[config.mk]
export PLATFORM = sky130hd
export DESIGN_NAME = radio_spi_slave_flat
export DESIGN_NICKNAME = d
export VERILOG_FILES = /design/src/rtl/radio_spi_pkg.sv /design/src/rtl/radio_spi_if.sv /design/src/rtl/radio_spi_slave.sv /design/src/flat_wrapper.sv
export SDC_FILE = /design/constraint.sdc
export NUM_CORES = 1
export LEC_CHECK = 0
export BUFFER_PORTS_ARGS = -buffer_cell sky130_fd_sc_hd__buf_2
export CAP_MARGIN = 25
export CORE_MARGIN = 5
export CORE_UTILIZATION = 45
export CTS_CLUSTER_SIZE = 10
export DETAILED_ROUTE_END_ITERATION = 8
export PLACE_DENSITY = 0.69
export SLEW_MARGIN = 40
export SYNTH_ARGS = -nofsm -noshare
export SYNTH_HDL_FRONTEND = slang
export SYNTH_SLANG_ARGS = --single-unit
[constraint.sdc]
create_clock -name clk -period 1.8 [get_ports clk]
set_clock_uncertainty 0.2 [all_clocks]
set_input_delay 0.09 -clock clk [delete_from_list [all_inputs] [get_ports clk]]
set_output_delay 0.09 -clock clk [all_outputs]
set_load 0.005 [all_outputs]
[src/rtl/radio_spi_pkg.sv]
package radio_spi_pkg;
    // ****************************************************************
    // Header byte layout
    // ****************************************************************
    localparam int unsigned rw_bit = 7;
    localparam int unsigned burst_bit = 6;
    localparam int unsigned addr_msb = 5;
    localparam int unsigned addr_w = 6;
    localparam int unsigned byte_w = 8;
    localparam logic [5:0] fifo_addr = 6'h3F;
    localparam logic [5:0] strobe_lo = 6'h30;
    localparam logic [5:0] strobe_hi = 6'h3D;
    localparam logic [5:0] pwd_strobe_addr = 6'h39;
    localparam logic [5:0] crystal_off_state_strobe_addr = 6'h32;
    // ****************************************************************
    // Status byte layout
    // ****************************************************************
    localparam int unsigned st_rdy_bit = 7;
    localparam int unsigned st_state_lsb = 4;
    localparam int unsigned st_free_lsb = 0;
    // ****************************************************************
    // Timing counts and reset status byte
    // ****************************************************************
    localparam int unsigned sclk_half_ns = 50;
    localparam int unsigned clk_ns = 10;
    localparam int unsigned sclk_half_cyc = (sclk_half_ns + clk_ns - 1) / clk_ns;
    localparam logic [7:0] reset_status = 8'h00;
endpackage : radio_spi_pkg

[src/rtl/radio_spi_if.sv]
`timescale 1ns/10ps
`default_nettype none
interface radio_spi_if;
    // Host driven
    logic sclk;
    logic select_low;
    logic mosi;
    // Device driven
    logic miso;
    modport dev (input sclk, input select_low, input mosi, output miso);
    modport host (output sclk, output select_low, output mosi, input miso);
endinterface : radio_spi_if
`default_nettype wire

[src/rtl/radio_spi_slave.sv]
`timescale 1ns/10ps
`default_nettype none
module radio_spi_slave
    import radio_spi_pkg::*;
(
    // Clock and reset
    input wire logic clk,
    input wire logic rst,
    // Serial link
    radio_spi_if.dev spi,
    // Chip condition
    input wire logic supply_ok,
    input wire logic xtal_ok,
    input wire logic [2:0] chip_state,
    input wire logic [3:0] fifo_free,
    // Register side
    output logic reg_wr_q,
    output logic reg_rd_q,
    output logic [5:0] reg_addr_q,
    output logic [7:0] reg_wdata_q,
    input wire logic [7:0] reg_rdata,
    output logic fifo_wr_q,
    output logic [7:0] fifo_wdata_q,
    output logic strobe_q,
    output logic [5:0] strobe_addr_q,
    output logic power_down_strobe_q,
    output logic osc_stop_strobe_q
);
    // ****************************************************************
    // Pin synchronisers
    // ****************************************************************
    logic [1:0] sclk_s_q, sel_s_q, mosi_s_q;
    logic sclk_d1_q;
    always_ff @(posedge clk) begin
        sclk_s_q <= {sclk_s_q[0], spi.sclk};
        sel_s_q <= {sel_s_q[0], spi.select_low};
        mosi_s_q <= {mosi_s_q[0], spi.mosi};
        sclk_d1_q <= sclk_s_q[1];
    end
    logic sclk_rise, sclk_fall, sel_n, ready;
    assign sclk_rise = sclk_s_q[1] & ~sclk_d1_q;
    assign sclk_fall = ~sclk_s_q[1] & sclk_d1_q;
    assign sel_n = sel_s_q[1];
    assign ready = supply_ok & xtal_ok;
    // ****************************************************************
    // Framing state
    // ****************************************************************
    logic [2:0] bit_q;
    logic [7:0] sh_q, tx_q;
    logic hdr_q, rw_q, burst_q, done_q, miso_q;
    logic [5:0] addr_q;
    logic pend_pwd_q, pend_crystal_off_state_q;
    logic [7:0] rx_byte;
    logic [7:0] status;
    assign rx_byte = {sh_q[6:0], mosi_s_q[1]};
    assign status = {~ready, chip_state, fifo_free};
    // Bit counter and shifter on rising sclk; select high clears all
    always_ff @(posedge clk) begin
        if (rst || sel_n) begin
            bit_q <= 3'd0;
            sh_q <= 8'h00;
            hdr_q <= 1'b1;
            rw_q <= 1'b0;
            burst_q <= 1'b0;
            addr_q <= 6'h00;
            done_q <= 1'b0;
        end else if (sclk_rise && ready) begin
            // Marks the cycle after a byte completes, for the read fetch
            done_q <= (bit_q == 3'd7);
            sh_q <= rx_byte;
            bit_q <= bit_q + 3'd1;
            if (bit_q == 3'd7) begin
                if (hdr_q) begin
                    rw_q <= rx_byte[rw_bit];
                    burst_q <= rx_byte[burst_bit];
                    addr_q <= rx_byte[addr_msb:0];
                    // Strobes carry no data: next byte is a new header
                    hdr_q <= (rx_byte[addr_msb:0] >= strobe_lo) &&
                        (rx_byte[addr_msb:0] <= strobe_hi) && !rx_byte[rw_bit];
                end else begin
                    // Single access returns to header; burst keeps data
                    hdr_q <= ~burst_q;
                    if (burst_q && addr_q != fifo_addr) begin
                        addr_q <= addr_q + 6'd1;
                    end
                end
            end
        end else begin
            done_q <= 1'b0;
        end
    end
    // Completed-byte actions, one-cycle pulses
    always_ff @(posedge clk) begin
        reg_wr_q <= 1'b0;
        reg_rd_q <= 1'b0;
        fifo_wr_q <= 1'b0;
        strobe_q <= 1'b0;
        if (rst) begin
            reg_addr_q <= 6'h00;
            reg_wdata_q <= 8'h00;
            fifo_wdata_q <= 8'h00;
            strobe_addr_q <= 6'h00;
        end else if (!sel_n && sclk_rise && ready && bit_q == 3'd7) begin
            if (hdr_q) begin
                // Strobes other than the deferred two act now
                if (rx_byte[addr_msb:0] >= strobe_lo && rx_byte[addr_msb:0] <= strobe_hi
                    && !rx_byte[rw_bit] && !rx_byte[burst_bit]
                    && rx_byte[addr_msb:0] != pwd_strobe_addr
                    && rx_byte[addr_msb:0] != crystal_off_state_strobe_addr) begin
                    strobe_q <= 1'b1;
                    strobe_addr_q <= rx_byte[addr_msb:0];
                end
            end else if (addr_q == fifo_addr && !rw_q) begin
                fifo_wr_q <= 1'b1;
                fifo_wdata_q <= rx_byte;
            end else if (!rw_q) begin
                reg_wr_q <= 1'b1;
                reg_addr_q <= addr_q;
                reg_wdata_q <= rx_byte;
            end
        end else if (!sel_n && done_q && !hdr_q && rw_q) begin
            // Fetch read data right after the previous byte, well before its MSB is shown
            reg_rd_q <= 1'b1;
            reg_addr_q <= addr_q;
        end
    end
    // Deferred power-down and osc-stop strobes fire when select rises
    always_ff @(posedge clk) begin
        power_down_strobe_q <= 1'b0;
        osc_stop_strobe_q <= 1'b0;
        if (rst) begin
            pend_pwd_q <= 1'b0;
            pend_crystal_off_state_q <= 1'b0;
        end else if (sel_n) begin
            power_down_strobe_q <= pend_pwd_q;
            osc_stop_strobe_q <= pend_crystal_off_state_q;
            pend_pwd_q <= 1'b0;
            pend_crystal_off_state_q <= 1'b0;
        end else if (sclk_rise && ready && bit_q == 3'd7 && hdr_q
            && !rx_byte[rw_bit] && !rx_byte[burst_bit]) begin
            if (rx_byte[addr_msb:0] == pwd_strobe_addr) pend_pwd_q <= 1'b1;
            if (rx_byte[addr_msb:0] == crystal_off_state_strobe_addr) pend_crystal_off_state_q <= 1'b1;
        end
    end
    // Output shifter: status while header or write data, read data otherwise
    always_ff @(posedge clk) begin
        if (rst || sel_n) begin
            tx_q <= reset_status;
            miso_q <= 1'b1;
        end else if (!ready) begin
            miso_q <= 1'b1;
        end else if (bit_q == 3'd0 && !sclk_rise && !sclk_s_q[1]) begin
            // Between bytes with sclk low: load next byte, present its MSB
            tx_q <= (!hdr_q && rw_q) ? reg_rdata : status;
            miso_q <= (!hdr_q && rw_q) ? reg_rdata[7] : status[st_rdy_bit];
        end else if (sclk_fall) begin
            tx_q <= {tx_q[6:0], 1'b0};
            miso_q <= tx_q[6];
        end
    end
    assign spi.miso = miso_q;
endmodule : radio_spi_slave
`default_nettype wire

[src/flat_wrapper.sv]
// flat-port wrapper written by rule: the top's interface ports become plain ports
module radio_spi_slave_flat import radio_spi_pkg::*;
  (clk, rst, supply_ok, xtal_ok, chip_state, fifo_free, reg_wr_q, reg_rd_q, reg_addr_q, reg_wdata_q, reg_rdata, fifo_wr_q, fifo_wdata_q, strobe_q, strobe_addr_q, power_down_strobe_q, osc_stop_strobe_q, spi_sclk, spi_select_low, spi_mosi, spi_miso);
  radio_spi_if spi_i ();
  input wire logic clk;
  input wire logic rst;
  input wire logic supply_ok;
  input wire logic xtal_ok;
  input wire logic [2:0] chip_state;
  input wire logic [3:0] fifo_free;
  output logic reg_wr_q;
  output logic reg_rd_q;
  output logic [5:0] reg_addr_q;
  output logic [7:0] reg_wdata_q;
  input wire logic [7:0] reg_rdata;
  output logic fifo_wr_q;
  output logic [7:0] fifo_wdata_q;
  output logic strobe_q;
  output logic [5:0] strobe_addr_q;
  output logic power_down_strobe_q;
  output logic osc_stop_strobe_q;
  input wire logic [$bits(spi_i.sclk)-1:0] spi_sclk;
  input wire logic [$bits(spi_i.select_low)-1:0] spi_select_low;
  input wire logic [$bits(spi_i.mosi)-1:0] spi_mosi;
  output wire logic [$bits(spi_i.miso)-1:0] spi_miso;
  assign spi_i.sclk = spi_sclk;
  assign spi_i.select_low = spi_select_low;
  assign spi_i.mosi = spi_mosi;
  assign spi_miso = spi_i.miso;
  radio_spi_slave u_core (.clk(clk), .rst(rst), .spi(spi_i), .supply_ok(supply_ok), .xtal_ok(xtal_ok), .chip_state(chip_state), .fifo_free(fifo_free), .reg_wr_q(reg_wr_q), .reg_rd_q(reg_rd_q), .reg_addr_q(reg_addr_q), .reg_wdata_q(reg_wdata_q), .reg_rdata(reg_rdata), .fifo_wr_q(fifo_wr_q), .fifo_wdata_q(fifo_wdata_q), .strobe_q(strobe_q), .strobe_addr_q(strobe_addr_q), .power_down_strobe_q(power_down_strobe_q), .osc_stop_strobe_q(osc_stop_strobe_q));
endmodule
==> results of run 1 <==
-- kinds of logic after synthesis --
| logic type | share of synthesized area |
|---|---|
| and+or+nand+nor | 0.216 |
| AOI/OAI and AO/OA | 0.181 |
| DFF | 0.468 |
| buffers and inverters | 0.0519 |
| muxes | 0.0675 |
| adders and majority gates | 0.0165 |
-- metrics by stage --
stage / hold WS, ns / std cells / utilization / total power [W] / worst slack [ns]
after global routing: 0.0701 / 535 / 0.649 / 0.00348 / -0.0534
after global placement: -0.00765 / 495 / 0.543 / 0.00174 / 0.0510
after CTS: 0.0170 / 530 / 0.613 / 0.00336 / 0.00305
after detailed placement: -0.00642 / 495 / 0.543 / 0.00174 / -0.0592
after floorplan: -0.0823 / 346 / - / 0.00168 / -0.0291
final: 0.0290 / 535 / 0.649 / 0.00337 / 0.0130
-- state kept, by name, summed over array words and instances (netlist names), 2 cells and up --
| signal | count |
|---|---|
| u_core.reg_wdata_q | 8 |
| u_core.tx_q | 7 |
| u_core.reg_addr_q | 6 |
| u_core.strobe_addr_q | 6 |
| u_core.sel_s_q | 2 |
| u_core.mosi_s_q | 2 |
| u_core.sclk_s_q | 2 |
| u_core.bit_q | 3 |
| u_core.addr_q | 6 |
| u_core.fifo_wdata_q | 8 |
| u_core.sh_q | 7 |
-- worst reg2reg max path: stages (launching register included) --
cell and delay, ns:
dfxtp_2 0.35, ha_2 0.19, ha_4 0.14, nand2_2 0.06, or3_4 0.44, o31ai_2 0.21, a21oi_1 0.09
-- power breakdown --
| part | internal, W | total, W | switching (W) |
|---|---|---|---|
| combinational | 0.0000920 | 0.000171 | 0.0000792 |
| sequential | 0.00158 | 0.00159 | 0.00000842 |
| clock | 0.000968 | 0.00161 | 0.000646 |
-- final cells by class --
class | instances | share of cell area
Clock inverter | 6 | 0.0266
Tap cell | 80 | 0.0231
Sequential cell | 71 | 0.329
Multi-Input combinational cell | 240 | 0.382
Clock buffer | 10 | 0.0318
Timing Repair Buffer | 117 | 0.198
Inverter | 11 | 0.0101
-- routing by layer --
layer,vias to the layer above,track usage,part of all wire
li1,1434,-,-
met1,1373,0.224,0.40
met2,91,0.323,0.51
met3,20,0.0369,0.055
met4,0,0.0978,0.028
met5,-,0,0
-- cells in the mapped netlist, types with 2 or more instances --
cell	number
nand4_1	6
mux2i_1	16
nor2_1	17
nor3_1	4
inv_1	11
a211o_1	6
clkbuf_2	2
nand2_1	47
dfxtp_1	71
clkbuf_1	14
mux2_2	4
nand3_1	21
nor3b_1	2
and3b_1	4
buf_2	4
o31ai_1	4
o21ai_0	14
buf_6	2
ha_1	4
o2111ai_1	3
nor4_1	2
a31oi_1	2
and3_1	2
nand2b_1	12
and4_1	2
nor2b_1	4
a21oi_1	43
-- how the worst min path moves through the flow --
stage                               endpoint      startpoint  slack (ns)  depth (start not counted)
after floorplan           u_core.mosi_s_q[0]        spi_mosi       -0.08                          0
after global routing          u_core.tx_q[6]   chip_state[2]        0.07                          4
after CTS                     u_core.tx_q[6]   chip_state[2]        0.02                          4
after global placement     u_core.sel_s_q[0]  spi_select_low      -0.008                          1
final                         u_core.tx_q[6]   chip_state[2]        0.03                          4
after detailed placement  u_core.mosi_s_q[0]        spi_mosi      -0.006                          1
-- timing repair --
item / 4_1_cts / 5_1_grt
endpoints found under the hold margin: 11 / 0
setup buffers: 0 / 4
hold buffers: 19 / 0
pin swaps: 0 / 17
gates cloned: 0 / 1
gates resized for setup: 7 / 48
endpoints found under the setup margin: 9 / 38
==> results.ini, run 1 <==
[run_status]
outcome = finished, final reports clean

[cells_and_area]
num_antenna_cells = 0
final_nets = 476
regArea_sq_mm = 0.00143
design_area_sq_mm = 0.00433
drive_gt1_frac = 0.345
multi_input_area_sq_mm = 0.00166
syn2layout_area_growth_pct = 42.6
final_common_cell = dfxtp_1
n_fill_cell = 559
layout_common_cells = dfxtp_1 (68), buf_2 (55), nand2_1 (46)

[power]
p_leak_nw = 1.69
powerDensity_mw_per_mm2 = 779
ir_drop_uv = 775

[synth]
synth_nets = 372
synth_area_leader_cell = dfxtp_1
synth-seq-cells = 71
seq_area_frac_synth = 0.468
synth.top_cell.area_share = 0.468
synthCells = 346
synth_edf_count = 0
synth.avg_cell_area_sq_um = 8.78
ys.flop_type = dfxtp_1
ys_types = 50
ys_warn_count = 0
syn_area_sq_mm = 0.00304
async_flop_share = 0
yosys-top-cells-area = dfxtp_1 (47%), a21oi_1 (7.1%), nand2_1 (5.8%)

[timing]
setup_tns_ns = 0
min_period_ns = 1.79
finalSetupViolCount = 0
hold_viol = 0
rsz0062_at_grt = yes
fmax_mhz = 560
max_slew.worst_pin.slew_ns = 0.513
drv_slew = 0
relSlewSlack = 0.655
finalCritPeriodShare = 0.993

[clock_network]
clock_latency_ns = 0.35
clk_pin_slew_ns = 0.08
cts_buffers = 9
cts.sinks = 71
root_buffer = clkbuf_8
htree_levels = 3
clk_path_buf_depth = 2
cts_tree = built

[place]
dp_hpwl_mm = 5.20
portBuffers = 56
placed_area_sq_mm = 0.00363
gp_congestion = 0.787

[drt]
drc = 0
vias = 2918
detail-route-antenna-nets = 0
wl_mm = 8.11
first_pass_iters = 6
routedWlPerCell_um = 15.2
viasPerCell = 5.45
dr.first_iter.drc_count = 108

[critical_path]
worstSetupPathDepth = 6
worstSetupStartpointType = register
rrSetupSlack_ns = 0.01
path_buf_inv = 0
end_kind = register
r2r-start = u_core.bit_q[0]
critical_path.top_delay_family = simple AND/OR/NAND/NOR gates
crit_path_max_incr_delay_ns = 0.44
critPathMaxFanout = 4
crit_path_start = u_core.bit_q[0]
worstSetupPathType = reg2reg
endpoint = u_core.strobe_addr_q[1]
critPathSlowestCell = or3_4
cp.required_ns = 1.83
cp_cell_sequence = ha_2 > ha_4 > nand2_2 > or3_4 > o31ai_2 > a21oi_1
arrival_ns = 1.82
r2r_end = u_core.strobe_addr_q[1]
worst-r2r-cell-count = 6

[global_route]
grt_max_degree = 41
grt_pass1_vias = 2823
gr-total-overflow = 0
antenna_found_initial = 0
grt_pass1_wl_mm = 12.9
track_usage = 0.189

[job]
max_cap_violations = 0

[die]
rows = 30
fp.dieW_um = 92.2
dieHeight_um = 92.2
pin_count = 57
core_area_sq_mm = 0.00668
dieArea_sq_mm = 0.00850
start_util = 0.455

[hold_path]
min_path_type = in2reg

(Power assumes the default switching activity.)
==> run 2: changes to the inputs <==
- BUFFER_PORTS_ARGS: -buffer_cell sky130_fd_sc_hd__buf_2 -> -buffer_cell sky130_fd_sc_hd__buf_4
==> results.ini, run 2 (synthesis results as in run 1) <==
[drt]
vias = 2877  ; was 2918
wl_mm = 7.89  ; was 8.11 mm
routedWlPerCell_um = 15.0  ; was 15.2 um
drc = 0  ; unchanged
detail-route-antenna-nets = 0  ; unchanged
first_pass_iters = 4  ; was 6
viasPerCell = 5.46  ; was 5.45
dr.first_iter.drc_count = 186  ; was 108

[clock_network]
cts.sinks = 71  ; unchanged
cts_buffers = 9  ; unchanged
htree_levels = 3  ; unchanged
clk_path_buf_depth = 2  ; unchanged
root_buffer = clkbuf_8  ; unchanged
clock_latency_ns = 0.34  ; was 0.35 ns
clk_pin_slew_ns = 0.08  ; about the same
cts_tree = built  ; unchanged

[critical_path]
worstSetupStartpointType = register  ; unchanged
arrival_ns = 1.83  ; was 1.82 ns
cp.required_ns = 1.82  ; was 1.83 ns
end_kind = register  ; unchanged
worstSetupPathType = reg2reg  ; unchanged
critPathMaxFanout = 4  ; unchanged
worst-r2r-cell-count = 6  ; unchanged

[place]
dp_hpwl_mm = 5.22  ; was 5.20 mm
dp.cells = 494  ; was 495
portBuffers = 56  ; unchanged
gp_congestion = 0.853  ; was 0.787

[cells_and_area]
num_antenna_cells = 0  ; unchanged
final_cells = 527  ; was 535
drive_gt1_frac = 0.347  ; was 0.345
top_regs = u_core.fifo_wdata_q x8, u_core.reg_wdata_q x8  ; unchanged
final_common_cell = buf_4  ; was dfxtp_1
final_nets = 469  ; was 476
layout_common_cells = buf_4 (88), dfxtp_1 (66), nand2_1 (46)  ; was dfxtp_1 (68), buf_2 (55), nand2_1 (46)
syn2layout_area_growth_pct = 42.1  ; was 42.6%

[timing]
holdWs_ns = 0.00866  ; was 0.0290 ns
relSlewSlack = 0.657  ; was 0.655
max_slew.worst_pin.slew_ns = 0.510  ; was 0.513 ns
finalSetupViolCount = 2  ; was 0
finalCritPeriodShare = 1.01  ; was 0.993
drv_slew = 0  ; unchanged
rsz0062_at_grt = yes  ; unchanged
fmax_mhz = 552  ; was 560 MHz
layout_setup_ws_ns = -0.0118  ; was 0.0130 ns
min_period_ns = 1.81  ; was 1.79 ns
hold_viol = 0  ; unchanged

[power]
seqPwrFrac = 0.535  ; was 0.471
power_switching_w = 0.000676  ; was 0.000733 W
p_sw_frac = 0.227  ; was 0.217
p_leak_nw = 1.66  ; was 1.69 nW
powerDensity_mw_per_mm2 = 689  ; was 779 mW/mm^2
p_int_w = 0.00230  ; was 0.00264 W
clkPwrFrac = 0.411  ; was 0.478
combinationalPowerShare = 0.055  ; was 0.051
ir_drop_uv = 495  ; was 775 uV

[die]
dieHeight_um = 92.2  ; unchanged
fp.dieW_um = 92.2  ; unchanged
core_area_sq_mm = 0.00668  ; unchanged
start_util = 0.455  ; unchanged
dieArea_sq_mm = 0.00850  ; unchanged
rows = 30  ; unchanged
pin_count = 57  ; unchanged

[hold_path]
min_path_type = in2reg  ; unchanged
hold_depth = 4  ; unchanged

[run_status]
violations = setup timing
outcome = complete, but fails checks  ; was finished, final reports clean

[global_route]
antenna_found_initial = 0  ; unchanged
grt_pass1_wl_mm = 12.6  ; was 12.9 mm
track_usage = 0.185  ; was 0.189
gr-total-overflow = 0  ; unchanged
grt_max_degree = 41  ; unchanged
grt_pass1_vias = 2652  ; was 2823

[job]
max_cap_violations = 0  ; unchanged

==> run 2: cell types whose count changed in the layout (fill, tap and decap cells not counted), moves of 3 or more <==
cell	delta
clkinv_2	+3
buf_2	-55
buf_4	+56
buf_6	-4
dlygate4sd3_1	-6
==> run 2: timing repair <==
action / CTS / global route
setup buffers: 0 / 4
endpoints found under the setup margin: 0 / 45
hold endpoints to repair: 11 / 0
hold buffers: 14 / 0
gates resized for setup: 0 / 52
==> run 2: final timing paths <==
kind / startpoint / endpoint / slack, ns
setup / recovery: u_core.bit_q[0] / u_core.strobe_addr_q[2] / -0.01
hold / removal: reg_rdata[4] / u_core.tx_q[4] / 0.009
setup reg to reg: u_core.bit_q[0] / u_core.strobe_addr_q[2] / -0.01
hold reg to reg: u_core.mosi_s_q[0] / u_core.mosi_s_q[1] / 0.13
==> run 2: power by group through the flow <==
| stage | clock [W] | sequential (W) | combinational [W] |
|---|---|---|---|
| floorplan | 0 | 0.00162 | 0.0000621 |
| global placement | 0 | 0.00163 | 0.000121 |
| detailed placement | 0 | 0.00163 | 0.000123 |
| CTS | 0.00125 | 0.00159 | 0.000147 |
| global route | 0.00132 | 0.00159 | 0.000179 |
| finish | 0.00122 | 0.00159 | 0.000163 |
==> run 2: cell type report <==
cell class	instances	area [sq um]
repair buffers	110	916
fillers	570	2360
inverters	11	43.8
multi-input cells	240	1650
flip-flops and latches	71	1430
well taps	80	100
clock buffers	9	124
clock inverters	6	62.6
==> run 2: stage by stage <==
step / instance area, sq um / power [W] / setup slack [ns] / utilization / TNS, ns
2_1_floorplan: 3050 / 0.00168 / -0.0291 / - / -0.175
3_3_place_gp: 3760 / 0.00175 / 0.0534 / 0.563 / 0
3_5_place_dp: 3760 / 0.00175 / 0.0102 / 0.563 / 0
4_1_cts: 4090 / 0.00298 / 0.0000154 / 0.612 / 0
5_1_grt: 4320 / 0.00309 / -0.0965 / 0.646 / -0.519
6_report: 4320 / 0.00298 / -0.0118 / 0.646 / -0.0197
==> run 2: layer usage <==
metal	GRT usage	routed length, um	vias to the layer above
li1	-	-	1427
met1	0.230	3370	1359
met2	0.313	3990	77
met3	0.0435	372	14
met4	0.0606	149	0
met5	0	0	-
==> run 2: critical path, cell delays in order, from the launching register on <==
cell and delay [ns]:
dfxtp_2 0.33, ha_2 0.19, ha_4 0.14, nand2_2 0.06, or3_4 0.43, o31ai_2 0.25, a21oi_1 0.09
